### src/logic/pio_regs.vh
// register offsets, field positions and reset values of the port block
// Contract
// - general port has eight lines, each set as input or output by software.
// - all general-port output lines share one drive: push-pull or open-drain.
// - after reset all eight general-port lines are inputs.
// - the eight general-port inputs feed an OR and an AND wake-up term.
// - in demodulation mode general line 0 can feed the timer edge detector.
// - comparators on the aux port work only while mode register bit 1 is set.
// - aux lines 1 and 2 interrupt on rising, falling or both edges, bits 7:6.
// - in analog mode lines 1 and 2 are compared against reference and line 3.
// - in analog mode line 3 interrupt comes from stop-recovery logic, lines 1-3 excluded.
// - in digital mode line 3 shows as bit 3 and its edges raise its interrupt; the code raises it on falling edges only.
// - both comparators are powered down while in stop mode.
// - the configuration register routes comparator results to aux lines 4 and 7.
// - timer edge input selects aux line 1 or general line 0.
`ifndef PIO_REGS_VH
`define PIO_REGS_VH

`define PIO_ADDR_W        8
`define PIO_GP_OUT_OFS    8'h00
`define PIO_GP_DIR_OFS    8'h04
`define PIO_AUX_MODE_OFS  8'h08
`define PIO_IRQ_EDGE_OFS  8'h0c
`define PIO_PORT_CFG_OFS  8'h10
`define PIO_TMR_CFG_OFS   8'h14
`define PIO_AUX_IN_OFS    8'h18
`define PIO_GP_IN_OFS     8'h1c
`define PIO_IRQ_STAT_OFS  8'h20
`define PIO_IRQ_CLR_OFS   8'h24
`define PIO_IRQ_EN_OFS    8'h28

`define PIO_GP_OUT_RST    8'h00
`define PIO_GP_DIR_RST    8'hff
`define PIO_AUX_MODE_RST  8'h00
`define PIO_IRQ_EDGE_RST  8'h00
`define PIO_PORT_CFG_RST  8'h00
`define PIO_TMR_CFG_RST   8'h00
`define PIO_IRQ_EN_RST    4'h0

`define PIO_MODE_OD_BIT   0
`define PIO_MODE_ANA_BIT  1
`define PIO_EDGE_LO_BIT   6
`define PIO_EDGE_HI_BIT   7
`define PIO_CFG_CMP1_BIT  0
`define PIO_CFG_CMP2_BIT  1
`define PIO_TMR_DEMOD_BIT 0
`define PIO_TMR_SEL_BIT   1
`define PIO_TMR_AND_BIT   2

`define PIO_IRQ_L3_BIT    0
`define PIO_IRQ_L1_BIT    1
`define PIO_IRQ_L2_BIT    2
`define PIO_IRQ_WAKE_BIT  3
`define PIO_IRQ_W         4

`define PIO_EDGE_FALL     2'h0
`define PIO_EDGE_RISE     2'h1
`define PIO_RESP_OKAY     2'h0
`define PIO_RESP_SLVERR   2'h2

`endif

### src/logic/pio_edge.v
// edge detector with rising, falling or both-edge selection
`include "pio_regs.vh"
`timescale 1ns/10ps
module pio_edge (
  // clock, reset, enable
  input  wire       aclk,
  input  wire       aresetn,
  input  wire       clk_en,
  // level and mode
  input  wire       level,
  input  wire [1:0] sel,
  output wire       pulse
);

  reg  prev_ff;
  wire rise;
  wire fall;

  always @(posedge aclk)
  begin
    if (!aresetn)
      prev_ff <= 1'b0;
    else if (clk_en)
      prev_ff <= level;
  end

  assign rise  = level & ~prev_ff;
  assign fall  = ~level & prev_ff;
  // codes above rising mean both edges
  assign pulse = clk_en & ((sel == `PIO_EDGE_FALL) ? fall :
                           (sel == `PIO_EDGE_RISE) ? rise : (rise | fall));

endmodule // pio_edge

### src/logic/pio_sync.v
// two-flop synchroniser for a vector of asynchronous inputs
`timescale 1ns/10ps
module pio_sync #(
  parameter W = 13
) (
  // clock, reset, enable
  input  wire         aclk,
  input  wire         aresetn,
  input  wire         clk_en,
  // data
  input  wire [W-1:0] async_in,
  output wire [W-1:0] sync_out
);

  reg [W-1:0] meta_ff;
  reg [W-1:0] sync_ff;

  // first stage is read by the second stage only
  always @(posedge aclk)
  begin
    if (!aresetn)
    begin
      meta_ff <= {W{1'b0}};
      sync_ff <= {W{1'b0}};
    end
    else if (clk_en)
    begin
      meta_ff <= async_in;
      sync_ff <= meta_ff;
    end
  end

  assign sync_out = sync_ff;

endmodule // pio_sync

### src/logic/pio_top.v
// general port, aux input port with comparators, and their register slave
`include "pio_regs.vh"
`timescale 1ns/10ps
module pio_top (
  // clock, reset, enable
  input  wire        aclk,
  input  wire        aresetn,
  input  wire        clk_en,
  // axi4-lite write address
  input  wire [31:0] s_axi_awaddr,
  input  wire [2:0]  s_axi_awprot,
  input  wire        s_axi_awvalid,
  output wire        s_axi_awready,
  // axi4-lite write data
  input  wire [31:0] s_axi_wdata,
  input  wire [3:0]  s_axi_wstrb,
  input  wire        s_axi_wvalid,
  output wire        s_axi_wready,
  // axi4-lite write response
  output wire [1:0]  s_axi_bresp,
  output wire        s_axi_bvalid,
  input  wire        s_axi_bready,
  // axi4-lite read address
  input  wire [31:0] s_axi_araddr,
  input  wire [2:0]  s_axi_arprot,
  input  wire        s_axi_arvalid,
  output wire        s_axi_arready,
  // axi4-lite read data
  output wire [31:0] s_axi_rdata,
  output wire [1:0]  s_axi_rresp,
  output wire        s_axi_rvalid,
  input  wire        s_axi_rready,
  // general port pins
  input  wire [7:0]  gen_port_in,
  output wire [7:0]  gen_port_out,
  output wire [7:0]  gen_port_oe,
  // aux port digital input pins
  input  wire        aux_port_line1,
  input  wire        aux_port_line2,
  input  wire        aux_port_line3,
  // analog comparator front end
  input  wire        cmp1_result,
  input  wire        cmp2_result,
  output wire        cmp_power_en,
  // aux port comparator-routed outputs
  output wire        aux_port_line4,
  output wire        aux_port_line7,
  output wire        aux_port_line4_route,
  output wire        aux_port_line7_route,
  // core and timer side
  input  wire        stop_mode,
  output wire        timer_edge_in,
  output wire        stop_recovery_source,
  output wire        line3_interrupt,
  output wire        irq
);

  localparam AW = `PIO_ADDR_W;

  // registers
  reg [7:0]  gp_out_ff;
  reg [7:0]  gp_dir_ff;
  reg [7:0]  aux_mode_reg_ff;
  reg [7:0]  irq_edge_ff;
  reg [7:0]  port_configuration_reg_ff;
  reg [7:0]  tmr_cfg_ff;
  reg [`PIO_IRQ_W-1:0] irq_stat_ff;
  reg [`PIO_IRQ_W-1:0] irq_en_ff;

  // bus state
  reg        awready_ff;
  reg        wready_ff;
  reg        bvalid_ff;
  reg [1:0]  bresp_ff;
  reg        arready_ff;
  reg        rvalid_ff;
  reg [31:0] rdata_ff;
  reg [1:0]  rresp_ff;

  // pin and output flops
  reg [7:0]  gp_pin_out_ff;
  reg [7:0]  gp_pin_oe_ff;
  reg        cmp_pwr_ff;
  reg        line4_ff;
  reg        line7_ff;
  reg        line4_route_ff;
  reg        line7_route_ff;
  reg        timer_edge_ff;
  reg        smr_src_ff;
  reg        line3_irq_ff;
  reg        irq_ff;

  // synchronised inputs
  wire [12:0] sync_in;
  wire [7:0]  gp_s;
  wire        aux1_s;
  wire        aux2_s;
  wire        aux3_s;
  wire        cmp1_s;
  wire        cmp2_s;

  pio_sync #(
    .W (13)
  ) u_sync (
    .aclk     (aclk),
    .aresetn  (aresetn),
    .clk_en   (clk_en),
    .async_in ({cmp2_result, cmp1_result, aux_port_line3, aux_port_line2, aux_port_line1, gen_port_in}),
    .sync_out (sync_in)
  );

  assign gp_s   = sync_in[7:0];
  assign aux1_s = sync_in[8];
  assign aux2_s = sync_in[9];
  assign aux3_s = sync_in[10];
  assign cmp1_s = sync_in[11];
  assign cmp2_s = sync_in[12];

  // mode decode
  wire analog_mode = aux_mode_reg_ff[`PIO_MODE_ANA_BIT];
  wire open_drain  = aux_mode_reg_ff[`PIO_MODE_OD_BIT];
  wire demod_mode  = tmr_cfg_ff[`PIO_TMR_DEMOD_BIT];
  wire demod_aux   = tmr_cfg_ff[`PIO_TMR_SEL_BIT];
  wire wake_and_en = tmr_cfg_ff[`PIO_TMR_AND_BIT];
  wire cmp_on      = analog_mode & ~stop_mode;

  // comparator results are meaningless while powered down, so they read low
  wire cmp1_v = cmp_on & cmp1_s;
  wire cmp2_v = cmp_on & cmp2_s;
  wire line1_v = analog_mode ? cmp1_v : aux1_s;
  wire line2_v = analog_mode ? cmp2_v : aux2_s;
  // line 3 is a reference in analog mode, so its digital bit reads low
  wire line3_v = ~analog_mode & aux3_s;

  // wake-up gates over the eight general-port inputs
  wire wake_or   = |gp_s;
  wire wake_and  = &gp_s;
  wire wake_term = wake_and_en ? wake_and : wake_or;

  // in analog mode lines 1-3 drop out of stop recovery
  wire nxt_smr_src = wake_term |
                     (~analog_mode & (aux1_s | aux2_s | aux3_s));

  // line 3 interrupt level: pin in digital mode, recovery logic in analog
  wire l3_level = analog_mode ? nxt_smr_src : aux3_s;

  wire ev_l1;
  wire ev_l2;
  wire ev_l3;
  wire ev_wake;

  pio_edge u_edge_l1 (
    .aclk    (aclk),
    .aresetn (aresetn),
    .clk_en  (clk_en),
    .level   (line1_v),
    .sel     (irq_edge_ff[`PIO_EDGE_HI_BIT:`PIO_EDGE_LO_BIT]),
    .pulse   (ev_l1)
  );

  pio_edge u_edge_l2 (
    .aclk    (aclk),
    .aresetn (aresetn),
    .clk_en  (clk_en),
    .level   (line2_v),
    .sel     (irq_edge_ff[`PIO_EDGE_HI_BIT:`PIO_EDGE_LO_BIT]),
    .pulse   (ev_l2)
  );

  pio_edge u_edge_l3 (
    .aclk    (aclk),
    .aresetn (aresetn),
    .clk_en  (clk_en),
    .level   (l3_level),
    .sel     (`PIO_EDGE_FALL),
    .pulse   (ev_l3)
  );

  pio_edge u_edge_wake (
    .aclk    (aclk),
    .aresetn (aresetn),
    .clk_en  (clk_en),
    .level   (wake_term),
    .sel     (`PIO_EDGE_RISE),
    .pulse   (ev_wake)
  );

  wire [`PIO_IRQ_W-1:0] events = {ev_wake, ev_l2, ev_l1, ev_l3};

  // axi4-lite decode
  wire [AW-1:0] wa = s_axi_awaddr[AW-1:0];
  wire [AW-1:0] ra = s_axi_araddr[AW-1:0];
  wire wr_hit = s_axi_awvalid & s_axi_wvalid & awready_ff & wready_ff;
  wire rd_hit = s_axi_arvalid & arready_ff;
  wire wr_lo  = wr_hit & s_axi_wstrb[0];
  wire wa_hi  = |s_axi_awaddr[31:AW];
  wire ra_hi  = |s_axi_araddr[31:AW];

  reg        wr_ok;
  reg        rd_ok;
  reg [31:0] rd_val;

  always @*
  begin
    wr_ok = ~wa_hi;
    case (wa)
      `PIO_GP_OUT_OFS,
      `PIO_GP_DIR_OFS,
      `PIO_AUX_MODE_OFS,
      `PIO_IRQ_EDGE_OFS,
      `PIO_PORT_CFG_OFS,
      `PIO_TMR_CFG_OFS,
      `PIO_IRQ_CLR_OFS,
      `PIO_IRQ_EN_OFS: wr_ok = ~wa_hi;
      default:         wr_ok = 1'b0;
    endcase
  end

  always @*
  begin
    rd_ok  = ~ra_hi;
    rd_val = 32'h0000_0000;
    case (ra)
      `PIO_GP_OUT_OFS:   rd_val = {24'h00_0000, gp_out_ff};
      `PIO_GP_DIR_OFS:   rd_val = {24'h00_0000, gp_dir_ff};
      `PIO_AUX_MODE_OFS: rd_val = {24'h00_0000, aux_mode_reg_ff};
      `PIO_IRQ_EDGE_OFS: rd_val = {24'h00_0000, irq_edge_ff};
      `PIO_PORT_CFG_OFS: rd_val = {24'h00_0000, port_configuration_reg_ff};
      `PIO_TMR_CFG_OFS:  rd_val = {24'h00_0000, tmr_cfg_ff};
      `PIO_AUX_IN_OFS:   rd_val = {26'h0, wake_and, wake_or, line3_v, line2_v, line1_v, 1'b0};
      `PIO_GP_IN_OFS:    rd_val = {24'h00_0000, gp_s};
      `PIO_IRQ_STAT_OFS: rd_val = {28'h000_0000, irq_stat_ff};
      `PIO_IRQ_EN_OFS:   rd_val = {28'h000_0000, irq_en_ff};
      default:           rd_ok  = 1'b0;
    endcase
    if (!rd_ok)
      rd_val = 32'h0000_0000;
  end

  // bus handshake
  always @(posedge aclk)
  begin
    if (!aresetn)
    begin
      awready_ff <= 1'b0;
      wready_ff  <= 1'b0;
      bvalid_ff  <= 1'b0;
      bresp_ff   <= `PIO_RESP_OKAY;
      arready_ff <= 1'b0;
      rvalid_ff  <= 1'b0;
      rdata_ff   <= 32'h0000_0000;
      rresp_ff   <= `PIO_RESP_OKAY;
    end
    else if (clk_en)
    begin
      // both channels are taken at the same edge, only once both are offered
      awready_ff <= s_axi_awvalid & s_axi_wvalid & ~awready_ff & ~bvalid_ff;
      wready_ff  <= s_axi_awvalid & s_axi_wvalid & ~awready_ff & ~bvalid_ff;
      if (wr_hit)
      begin
        bvalid_ff <= 1'b1;
        bresp_ff  <= wr_ok ? `PIO_RESP_OKAY : `PIO_RESP_SLVERR;
      end
      else if (s_axi_bready)
        bvalid_ff <= 1'b0;
      arready_ff <= s_axi_arvalid & ~arready_ff & ~rvalid_ff;
      if (rd_hit)
      begin
        rvalid_ff <= 1'b1;
        rdata_ff  <= rd_val;
        rresp_ff  <= rd_ok ? `PIO_RESP_OKAY : `PIO_RESP_SLVERR;
      end
      else if (s_axi_rready)
        rvalid_ff <= 1'b0;
    end
  end

  // control registers
  wire clr_hit = wr_lo & ~wa_hi & (wa == `PIO_IRQ_CLR_OFS);
  // a new event wins over a clear in the same cycle; irq follows this value so it drops with the clear
  wire [`PIO_IRQ_W-1:0] nxt_stat = (irq_stat_ff & ~(clr_hit ? s_axi_wdata[`PIO_IRQ_W-1:0] : {`PIO_IRQ_W{1'b0}})) |
                                   events;

  always @(posedge aclk)
  begin
    if (!aresetn)
    begin
      gp_out_ff                 <= `PIO_GP_OUT_RST;
      gp_dir_ff                 <= `PIO_GP_DIR_RST;
      aux_mode_reg_ff           <= `PIO_AUX_MODE_RST;
      irq_edge_ff               <= `PIO_IRQ_EDGE_RST;
      port_configuration_reg_ff <= `PIO_PORT_CFG_RST;
      tmr_cfg_ff                <= `PIO_TMR_CFG_RST;
      irq_en_ff                 <= `PIO_IRQ_EN_RST;
      irq_stat_ff               <= {`PIO_IRQ_W{1'b0}};
    end
    else if (clk_en)
    begin
      if (wr_lo && !wa_hi)
      begin
        case (wa)
          `PIO_GP_OUT_OFS:   gp_out_ff                 <= s_axi_wdata[7:0];
          `PIO_GP_DIR_OFS:   gp_dir_ff                 <= s_axi_wdata[7:0];
          `PIO_AUX_MODE_OFS: aux_mode_reg_ff           <= s_axi_wdata[7:0];
          `PIO_IRQ_EDGE_OFS: irq_edge_ff               <= s_axi_wdata[7:0];
          `PIO_PORT_CFG_OFS: port_configuration_reg_ff <= s_axi_wdata[7:0];
          `PIO_TMR_CFG_OFS:  tmr_cfg_ff                <= s_axi_wdata[7:0];
          `PIO_IRQ_EN_OFS:   irq_en_ff                 <= s_axi_wdata[`PIO_IRQ_W-1:0];
          default:           gp_out_ff                 <= gp_out_ff;
        endcase
      end
      irq_stat_ff <= nxt_stat;
    end
  end

  // general port drive: one drive type for every output line
  wire [7:0] nxt_gp_pin_out = open_drain ? 8'h00 : gp_out_ff;
  wire [7:0] nxt_gp_pin_oe  = open_drain ? (~gp_dir_ff & ~gp_out_ff) : ~gp_dir_ff;

  // timer edge input, only live in demodulation mode
  wire nxt_timer_edge = demod_mode & (demod_aux ? line1_v : gp_s[0]);

  // comparator results onto aux lines 4 and 7
  wire route4 = port_configuration_reg_ff[`PIO_CFG_CMP1_BIT] & analog_mode;
  wire route7 = port_configuration_reg_ff[`PIO_CFG_CMP2_BIT] & analog_mode;

  always @(posedge aclk)
  begin
    if (!aresetn)
    begin
      gp_pin_out_ff  <= 8'h00;
      gp_pin_oe_ff   <= 8'h00;
      cmp_pwr_ff     <= 1'b0;
      line4_ff       <= 1'b0;
      line7_ff       <= 1'b0;
      line4_route_ff <= 1'b0;
      line7_route_ff <= 1'b0;
      timer_edge_ff  <= 1'b0;
      smr_src_ff     <= 1'b0;
      line3_irq_ff   <= 1'b0;
      irq_ff         <= 1'b0;
    end
    else if (clk_en)
    begin
      gp_pin_out_ff  <= nxt_gp_pin_out;
      gp_pin_oe_ff   <= nxt_gp_pin_oe;
      cmp_pwr_ff     <= cmp_on;
      line4_ff       <= route4 & cmp1_v;
      line7_ff       <= route7 & cmp2_v;
      line4_route_ff <= route4;
      line7_route_ff <= route7;
      timer_edge_ff  <= nxt_timer_edge;
      smr_src_ff     <= nxt_smr_src;
      line3_irq_ff   <= ev_l3;
      irq_ff         <= |(nxt_stat & irq_en_ff);
    end
  end

  // outputs
  assign s_axi_awready        = awready_ff;
  assign s_axi_wready         = wready_ff;
  assign s_axi_bvalid         = bvalid_ff;
  assign s_axi_bresp          = bresp_ff;
  assign s_axi_arready        = arready_ff;
  assign s_axi_rvalid         = rvalid_ff;
  assign s_axi_rdata          = rdata_ff;
  assign s_axi_rresp          = rresp_ff;
  assign gen_port_out         = gp_pin_out_ff;
  assign gen_port_oe          = gp_pin_oe_ff;
  assign cmp_power_en         = cmp_pwr_ff;
  assign aux_port_line4       = line4_ff;
  assign aux_port_line7       = line7_ff;
  assign aux_port_line4_route = line4_route_ff;
  assign aux_port_line7_route = line7_route_ff;
  assign timer_edge_in        = timer_edge_ff;
  assign stop_recovery_source = smr_src_ff;
  assign line3_interrupt      = line3_irq_ff;
  assign irq                  = irq_ff;

endmodule // pio_top
### config.mk
export PLATFORM = sky130hd
export DESIGN_NAME = pio_top
export DESIGN_NICKNAME = d
export VERILOG_FILES = /design/src/logic/pio_edge.v /design/src/logic/pio_sync.v /design/src/logic/pio_top.v
export VERILOG_INCLUDE_DIRS = /design/src /design/src/logic
export SDC_FILE = /design/constraint.sdc
export NUM_CORES = 1
export LEC_CHECK = 0
export ABC_AREA = 1
export ABC_CLOCK_PERIOD_IN_PS = 2000
export BUFFER_PORTS_ARGS = -buffer_cell sky130_fd_sc_hd__buf_2
export CORE_MARGIN = 2
export CORE_UTILIZATION = 45
export DETAILED_ROUTE_END_ITERATION = 12
export GPL_TIMING_DRIVEN = 0
export HOLD_SLACK_MARGIN = 0.05
export PLACE_DENSITY = 0.75
export SYNTH_ARGS = -nofsm -noshare
export SYNTH_HDL_FRONTEND = slang
export SYNTH_SLANG_ARGS = --single-unit
### constraint.sdc
create_clock -name aclk -period 2 [get_ports aclk]
set_clock_uncertainty 0.2 [all_clocks]
set_input_delay 0.2 -clock aclk [delete_from_list [all_inputs] [get_ports aclk]]
set_output_delay 0.2 -clock aclk [all_outputs]
set_load 0.02 [all_outputs]
## After elaboration in Yosys (flattened, before gate mapping)

Index checks and enable logic that the tools add are counted.

| storage, ports and cells | value |
|---|---|
| output and inout bits | 66 |
| register bits after elaboration | 151 |

| operators by class | value |
|---|---|
| equality and inequality tests | 17 |
| bitwise gates (word level) | 57 |
| muxes and demuxes | 22 |
| reduce and logical (&&, ||, !) cells | 25 |

Operator list:

| cell | count |
|---|---|
| $pmux W8 S10 | 1 |
| $eq A8 B5 Y1 const B | 6 |
| $reduce_or A24 Y1 | 2 |
| $eq A8 B4 Y1 const B | 4 |
| $eq A8 B6 Y1 const B | 4 |
| $mux W32 | 1 |
| $and A1 B1 Y1 | 31 |
| $reduce_and A3 Y1 | 7 |
| $eq A8 B3 Y1 const B | 2 |
| $logic_not A8 Y1 | 2 |
| $mux W8 | 2 |
| $not A8 Y8 | 2 |
| $reduce_or A8 Y1 | 2 |
| $mux W1 | 15 |
| $not A1 Y1 | 14 |
| $reduce_or A10 Y1 | 1 |
| $and A4 B4 Y4 | 2 |
| $and A8 B8 Y8 | 1 |
| $reduce_and A2 Y1 | 4 |
| $reduce_and A8 Y1 | 1 |
| $or A1 B1 Y1 | 5 |
| $mux W2 | 2 |
| $mux W4 | 1 |
| $not A4 Y4 | 1 |
| other kinds (7) | 8 |

## Longest topological paths before layout

| logic depth | value |
|---|---|
| depth after elaboration | 13 |
| depth in mapped cells | 12 |
| gate-level depth less buffers | 12 |

## By module

A second synthesis with hierarchy kept.

| unflattened totals | value |
|---|---|
| cell total of the unflattened synthesis | 931 |
| area, all modules | 6261.0 um^2 |

Modules (own cells, without submodules):

| module | cells an instance | area each (um^2) | times used | seq. area each (um^2) |
|---|---|---|---|---|
| pio_top | 694 | 4755.8 | 1 | 1901.8 |
| pio_sync | 165 | 1094.8 | 1 | 520.5 |
| pio_edge | 18 | 102.6 | 4 | 20.0 |

## Least setup slack after synthesis

No wires, ideal clock.

| path | value |
|---|---|
| path kind | register to register |
| from | register aux_mode_reg_ff[1] |
| to | register irq_ff (netlist: irq) |
| path slack | 0.174 ns |
| period minus slack after synthesis | 1.826 ns |
| stages on the path, launching flop included | 12 |
| arrival | 1.562 ns |
| data required time | 1.736 ns |
| path buffers | 1 |
| library setup time | 0.064 ns |
| cell sequence | dfxtp_1 -> clkbuf_1 -> nand3_1 -> o21ai_1 -> ha_1 -> a21oi_1 -> o221ai_1 -> nand2_1 -> nand2_1 -> nand2_1 -> nor2_1 -> nor2_1 |

| on the way | value |
|---|---|
| longest elaborated chain between the ends | 12 |
| elaborated cells between the ends (all ways) | 29 |
| those cells by class | 7 x mux; 21 x bitwise; 1 x reduce/logical |

RTL lines:

| item | line | source |
|---|---|---|
| from (decl) | pio_top.v:63 | `reg [7:0] aux_mode_reg_ff;` |
| from (signal assigned) | pio_top.v:290 | `` aux_mode_reg_ff <= `PIO_AUX_MODE_RST; `` |
| from (signal assigned) | pio_top.v:304 | `` `PIO_AUX_MODE_OFS: aux_mode_reg_ff <= s_axi_wdata[7:0]; `` |
| $and A1 B1 Y1 | pio_top.v:125 | `wire cmp_on = analog_mode & ~stop_mode;` |
| $and A1 B1 Y1 | pio_top.v:128 | `wire cmp1_v = cmp_on & cmp1_s;` |
| $mux W1 * | pio_top.v:130 | `wire line1_v = analog_mode ? cmp1_v : aux1_s;` |
| via line1_v | pio_top.v:130 |  |
| $not A1 Y1 | pio_edge.v:28 | `assign fall = ~level & prev_ff;` |
| $and A1 B1 Y1 | pio_edge.v:28 |  |
| $or A1 B1 Y1 | pio_edge.v:31 | `` (sel == `PIO_EDGE_RISE) ? rise : (rise \| fall)); `` |
| $mux W1 | pio_edge.v:31 |  |
| $mux W1 * | pio_edge.v:30 | `` assign pulse = clk_en & ((sel == `PIO_EDGE_FALL) ? fall : `` |
| $and A1 B1 Y1 * | pio_edge.v:30 |  |
| $or A4 B4 Y4 * | pio_top.v:281 | `` wire [`PIO_IRQ_W-1:0] nxt_stat = (irq_stat_ff & ~(clr_hit ? s_axi_wdata[`PIO_IRQ_W-1:0] : {`PIO_IRQ_W{1'b0}})) ... `` |
| $and A4 B4 Y4 * | pio_top.v:355 | `irq_ff <= \|(nxt_stat & irq_en_ff);` |
| $reduce_or A4 Y1 * | pio_top.v:355 |  |
| to (signal assigned) | pio_top.v:355 |  |
| to (decl) | pio_top.v:91 | `reg irq_ff;` |

Mark *: on every way through the listed nets, which the timed path passes. The rest lies on a longest branch.
A chain may end at the register's enable or synchronous reset.

## Worst setup path after layout

| path | value |
|---|---|
| from | register aux_mode_reg_ff[1] |
| to | register irq_ff (netlist: irq) |

| on the way | value |
|---|---|
| longest elaborated chain between the ends | 12 |
| elaborated cells between the ends (all ways) | 29 |
| those cells by class | 7 x mux; 21 x bitwise; 1 x reduce/logical |

RTL lines:

| item | line | source |
|---|---|---|
| $and A1 B1 Y1 | pio_top.v:125 |  |
| $and A1 B1 Y1 | pio_top.v:129 | `wire cmp2_v = cmp_on & cmp2_s;` |
| $mux W1 * | pio_top.v:131 | `wire line2_v = analog_mode ? cmp2_v : aux2_s;` |
| via line2_v | pio_top.v:131 |  |
| $not A1 Y1 | pio_edge.v:28 |  |
| $and A1 B1 Y1 | pio_edge.v:28 |  |
| $or A1 B1 Y1 | pio_edge.v:31 |  |
| $mux W1 | pio_edge.v:31 |  |
| $mux W1 * | pio_edge.v:30 |  |
| $and A1 B1 Y1 * | pio_edge.v:30 |  |
| $or A4 B4 Y4 * | pio_top.v:281 |  |
| $and A4 B4 Y4 * | pio_top.v:355 |  |
| $reduce_or A4 Y1 * | pio_top.v:355 |  |

Marked as above.

==> impl_metrics.tcl <==
set metrics [dict create \
    synthCells 853 \
    p_leak_nw 3.55 \
    via_count 6426 \
    die_width_um 119 \
    path_class "register to register" \
    diodes 0 \
    synth_top_cells_by_area "dfxtp_1 42%, o21ai_0 8.2%, a21oi_1 8.2%" \
    cts_tree "yes" \
    arrival_ps 2010 \
    die-area_mm2 0.0142 \
    grt_pass1_wl_um 29300 \
    post-cts-setup-buffer-count 0 \
    yosysSeqAreaShare 0.421 \
    final-setup-viol-count 0 \
    hpwl_um 13800 \
    post_drt_wl_per_cell_um 15.2 \
    viasPerCell 5.14 \
    final_max_slew_viol_count 0 \
    core-area_mm2 0.0131 \
    path_buf_inv 1 \
    root_buffer "clkbuf_16" \
    worst-path-stages 10 \
    insertion_delay_ps 430 \
    grt_start_max_net_pins 17 \
    maxSlewHeadroom 0.470 \
    grt_usage 0.267 \
    grt_pass1_vias 5721 \
    crit_required_ps 2120 \
    slowest_stage "dfxtp_4" \
    ios 194 \
    fmax_mhz 529 \
    fin_ws_ps 109 \
    cts.clk_slew.worst_paths_ps 60 \
    portBuffers 133 \
    routabilityCongestion 0.995 \
    num_rows 42 \
    max_slew.worst_pin.slew_ps 795 \
    final-hold-violation-count 0 \
    synth_warnings 0 \
    syn_avg_cell_area_um2 6.97 \
    path_cells "nand3_1, o21ai_2, inv_1, ha_1, o221ai_1, nand2_1, nand2_1, nand2_1, nor2_1, nor2_1" \
    clockBufferDepth 2 \
    final_nets 1192 \
    slowest_delay_ps 430 \
    rsz0062_at_grt "false" \
    cp_max_fo 8 \
    htree_levels 4 \
    min_path_type "input port to register" \
    synth.largest_area_cell "dfxtp_1" \
    worst_path_most_repeated_cell "nand2_1" \
    drc_errors 0 \
    ys_seq_elements 125 \
    syn2layout_area_growth_pct 33.4 \
    drt_pass1_iterations 6 \
    post-route-period-util 0.945 \
    start_util 0.455 \
    antenna_found_initial 0 \
    fin_crit_ps 1890 \
    outcome "finished, final reports clean" \
    drtIter0Drc 689 \
    pre_cts_ws_ps -265 \
    cts_num_sinks 125 \
    antenna_left 0 \
    cellPowerDensity_mw_per_mm2 831 \
    numCtsBuffers 17 \
    cp-start-kind "register" \
    wirelength_um 19000 \
    critPathTopFamily "simple AND/OR/NAND/NOR gates" \
    synth.distinct_cells 34 \
    synth_area_mm2 0.00595 \
    rr_worst_depth 10 \
    grt-ovfl-total 0 \
    hold_depth 4 \
    fin_total_pwr_mw 6.60 \
    endpoint_kind "register" \
    irDropWorstVdd_uv 551 \
    maxCapViolCount 0 \
    fillers 1220 \
    drive_gt1_frac 0.214 \
    die_y_um 119 \
    synth_top_area_frac 0.421 \
]
==> layer usage <==
| layer | up-vias | part of all wire | global-route usage |
|---|---|---|---|
| li1 | 3159 | - | - |
| met1 | 2832 | 0.42 | 0.343 |
| met2 | 382 | 0.45 | 0.437 |
| met3 | 53 | 0.098 | 0.0508 |
| met4 | 0 | 0.033 | 0.118 |
| met5 | - | 0 | 0 |
==> registers in the layout (all words and copies together) (netlist names), 4 cells and up <==
register / count
gp_dir_ff: 8
tmr_cfg_ff: 8
irq_edge_ff: 8
port_configuration_reg_ff: 8
irq_en_ff: 4
u_sync.meta_ff: 13
gp_out_ff: 8
gen_port_out: 8
s_axi_rdata: 8
aux_mode_reg_ff: 8
gen_port_oe: 8
u_sync.sync_out: 13
irq_stat_ff: 4
==> cell usage after synthesis, drive strengths merged <==
library cell  count
nand3b            3
buf              40
nand4             5
dfxtp           125
a31oi             2
o22ai             9
a21oi            99
o221ai            2
clkbuf           24
ha                4
conb              1
inv              94
o21ai           109
nor3b             1
nand2           127
clkinv            2
nor2            132
nor3              8
a211oi            2
nor4              3
nand3            61
==> worst reg2reg max path, delay by kind of cell (launching register included) <==
family          cells  cell delay [ps]
compound gates      2              360
fa+ha+maj           1              190
buf+inv             1               80
flops               1              430
simple gates        6              530
==> what timing repair did <==
| action | 4_1_cts | 5_1_grt |
|---|---|---|
| gates resized for setup | 2 | 16 |
| setup endpoints to repair | 4 | 36 |
| hold endpoints to repair | 69 | 0 |
| hold buffers | 31 | 0 |
==> layout by cell type (no fill, tap or decap), types with 3 or more instances in the layout <==
master / synthesis / routed
buf_2: 4 / 136
nor2_1: 128 / 127
dfxtp_1: 125 / 123
nand2_1: 120 / 119
o21ai_0: 98 / 98
a21oi_1: 97 / 97
inv_1: 94 / 93
nand3_1: 60 / 59
dlygate4sd3_1: 0 / 31
buf_4: 28 / 28
conb_1: 1 / 26
clkbuf_1: 24 / 22
clkbuf_16: 0 / 17
o22ai_1: 9 / 9
o21ai_1: 10 / 8
nand2_2: 5 / 6
buf_6: 6 / 6
nand4_1: 5 / 5
nor3_1: 5 / 5
ha_1: 4 / 4
inv_6: 0 / 4
bufinv_16: 0 / 4
nor2_4: 3 / 3
nor4_1: 3 / 3
nand3b_1: 3 / 3
clkinv_4: 0 / 3
==> per-stage QoR <==
step                hold WS [ps]  TNS [ps]   util  area [um2]  cells
finish                      58.3         0  0.607        7940   1249
global route                75.4         0  0.607        7940   1249
CTS                         53.0         0  0.603        7890   1249
detailed placement           226     -2200  0.529        6930   1187
global placement             222     -1670  0.529        6930   1187
floorplan                    135         0      -        6040    878
==> power breakdown <==
part | switching [mW] | internal, mW | total, mW | leakage [nW]
combinational | 0.375 | 0.242 | 0.617 | 2.22
sequential | 0.0426 | 2.56 | 2.60 | 1.02
clock | 1.24 | 2.15 | 3.38 | 0.310
==> worst paths after layout <==
path / startpoint / to / slack [ps]
worst max-delay path: aux_mode_reg_ff[1] / irq / 110
worst min-delay path: clk_en / irq_stat_ff[3] / 60
worst max register to register: aux_mode_reg_ff[1] / irq / 110
worst min register to register: tmr_cfg_ff[5] / tmr_cfg_ff[5] / 250
==> logic make-up after synthesis <==
| family | after synthesis | synth area share |
|---|---|---|
| and+or+nand+nor | 340 | 0.249 |
| buffers and inverters | 160 | 0.127 |
| DFF | 125 | 0.421 |
| AOI/OAI and AO/OA | 223 | 0.194 |
| other | 1 | 0.000630 |
| adders and majority gates | 4 | 0.00841 |
==> cell type report <==
cell class | instances | area, um2 | area share
clock inverters | 14 | 208 | 0.0262
flip-flops and latches | 125 | 2510 | 0.316
repair buffers | 164 | 976 | 0.123
well taps | 176 | 220 | 0.0277
multi-input cells | 593 | 2820 | 0.356
plain buffers | 63 | 403 | 0.0508
clock buffers | 18 | 439 | 0.0553
inverters | 96 | 360 | 0.0454
Power figures use the tool's default switching activity.
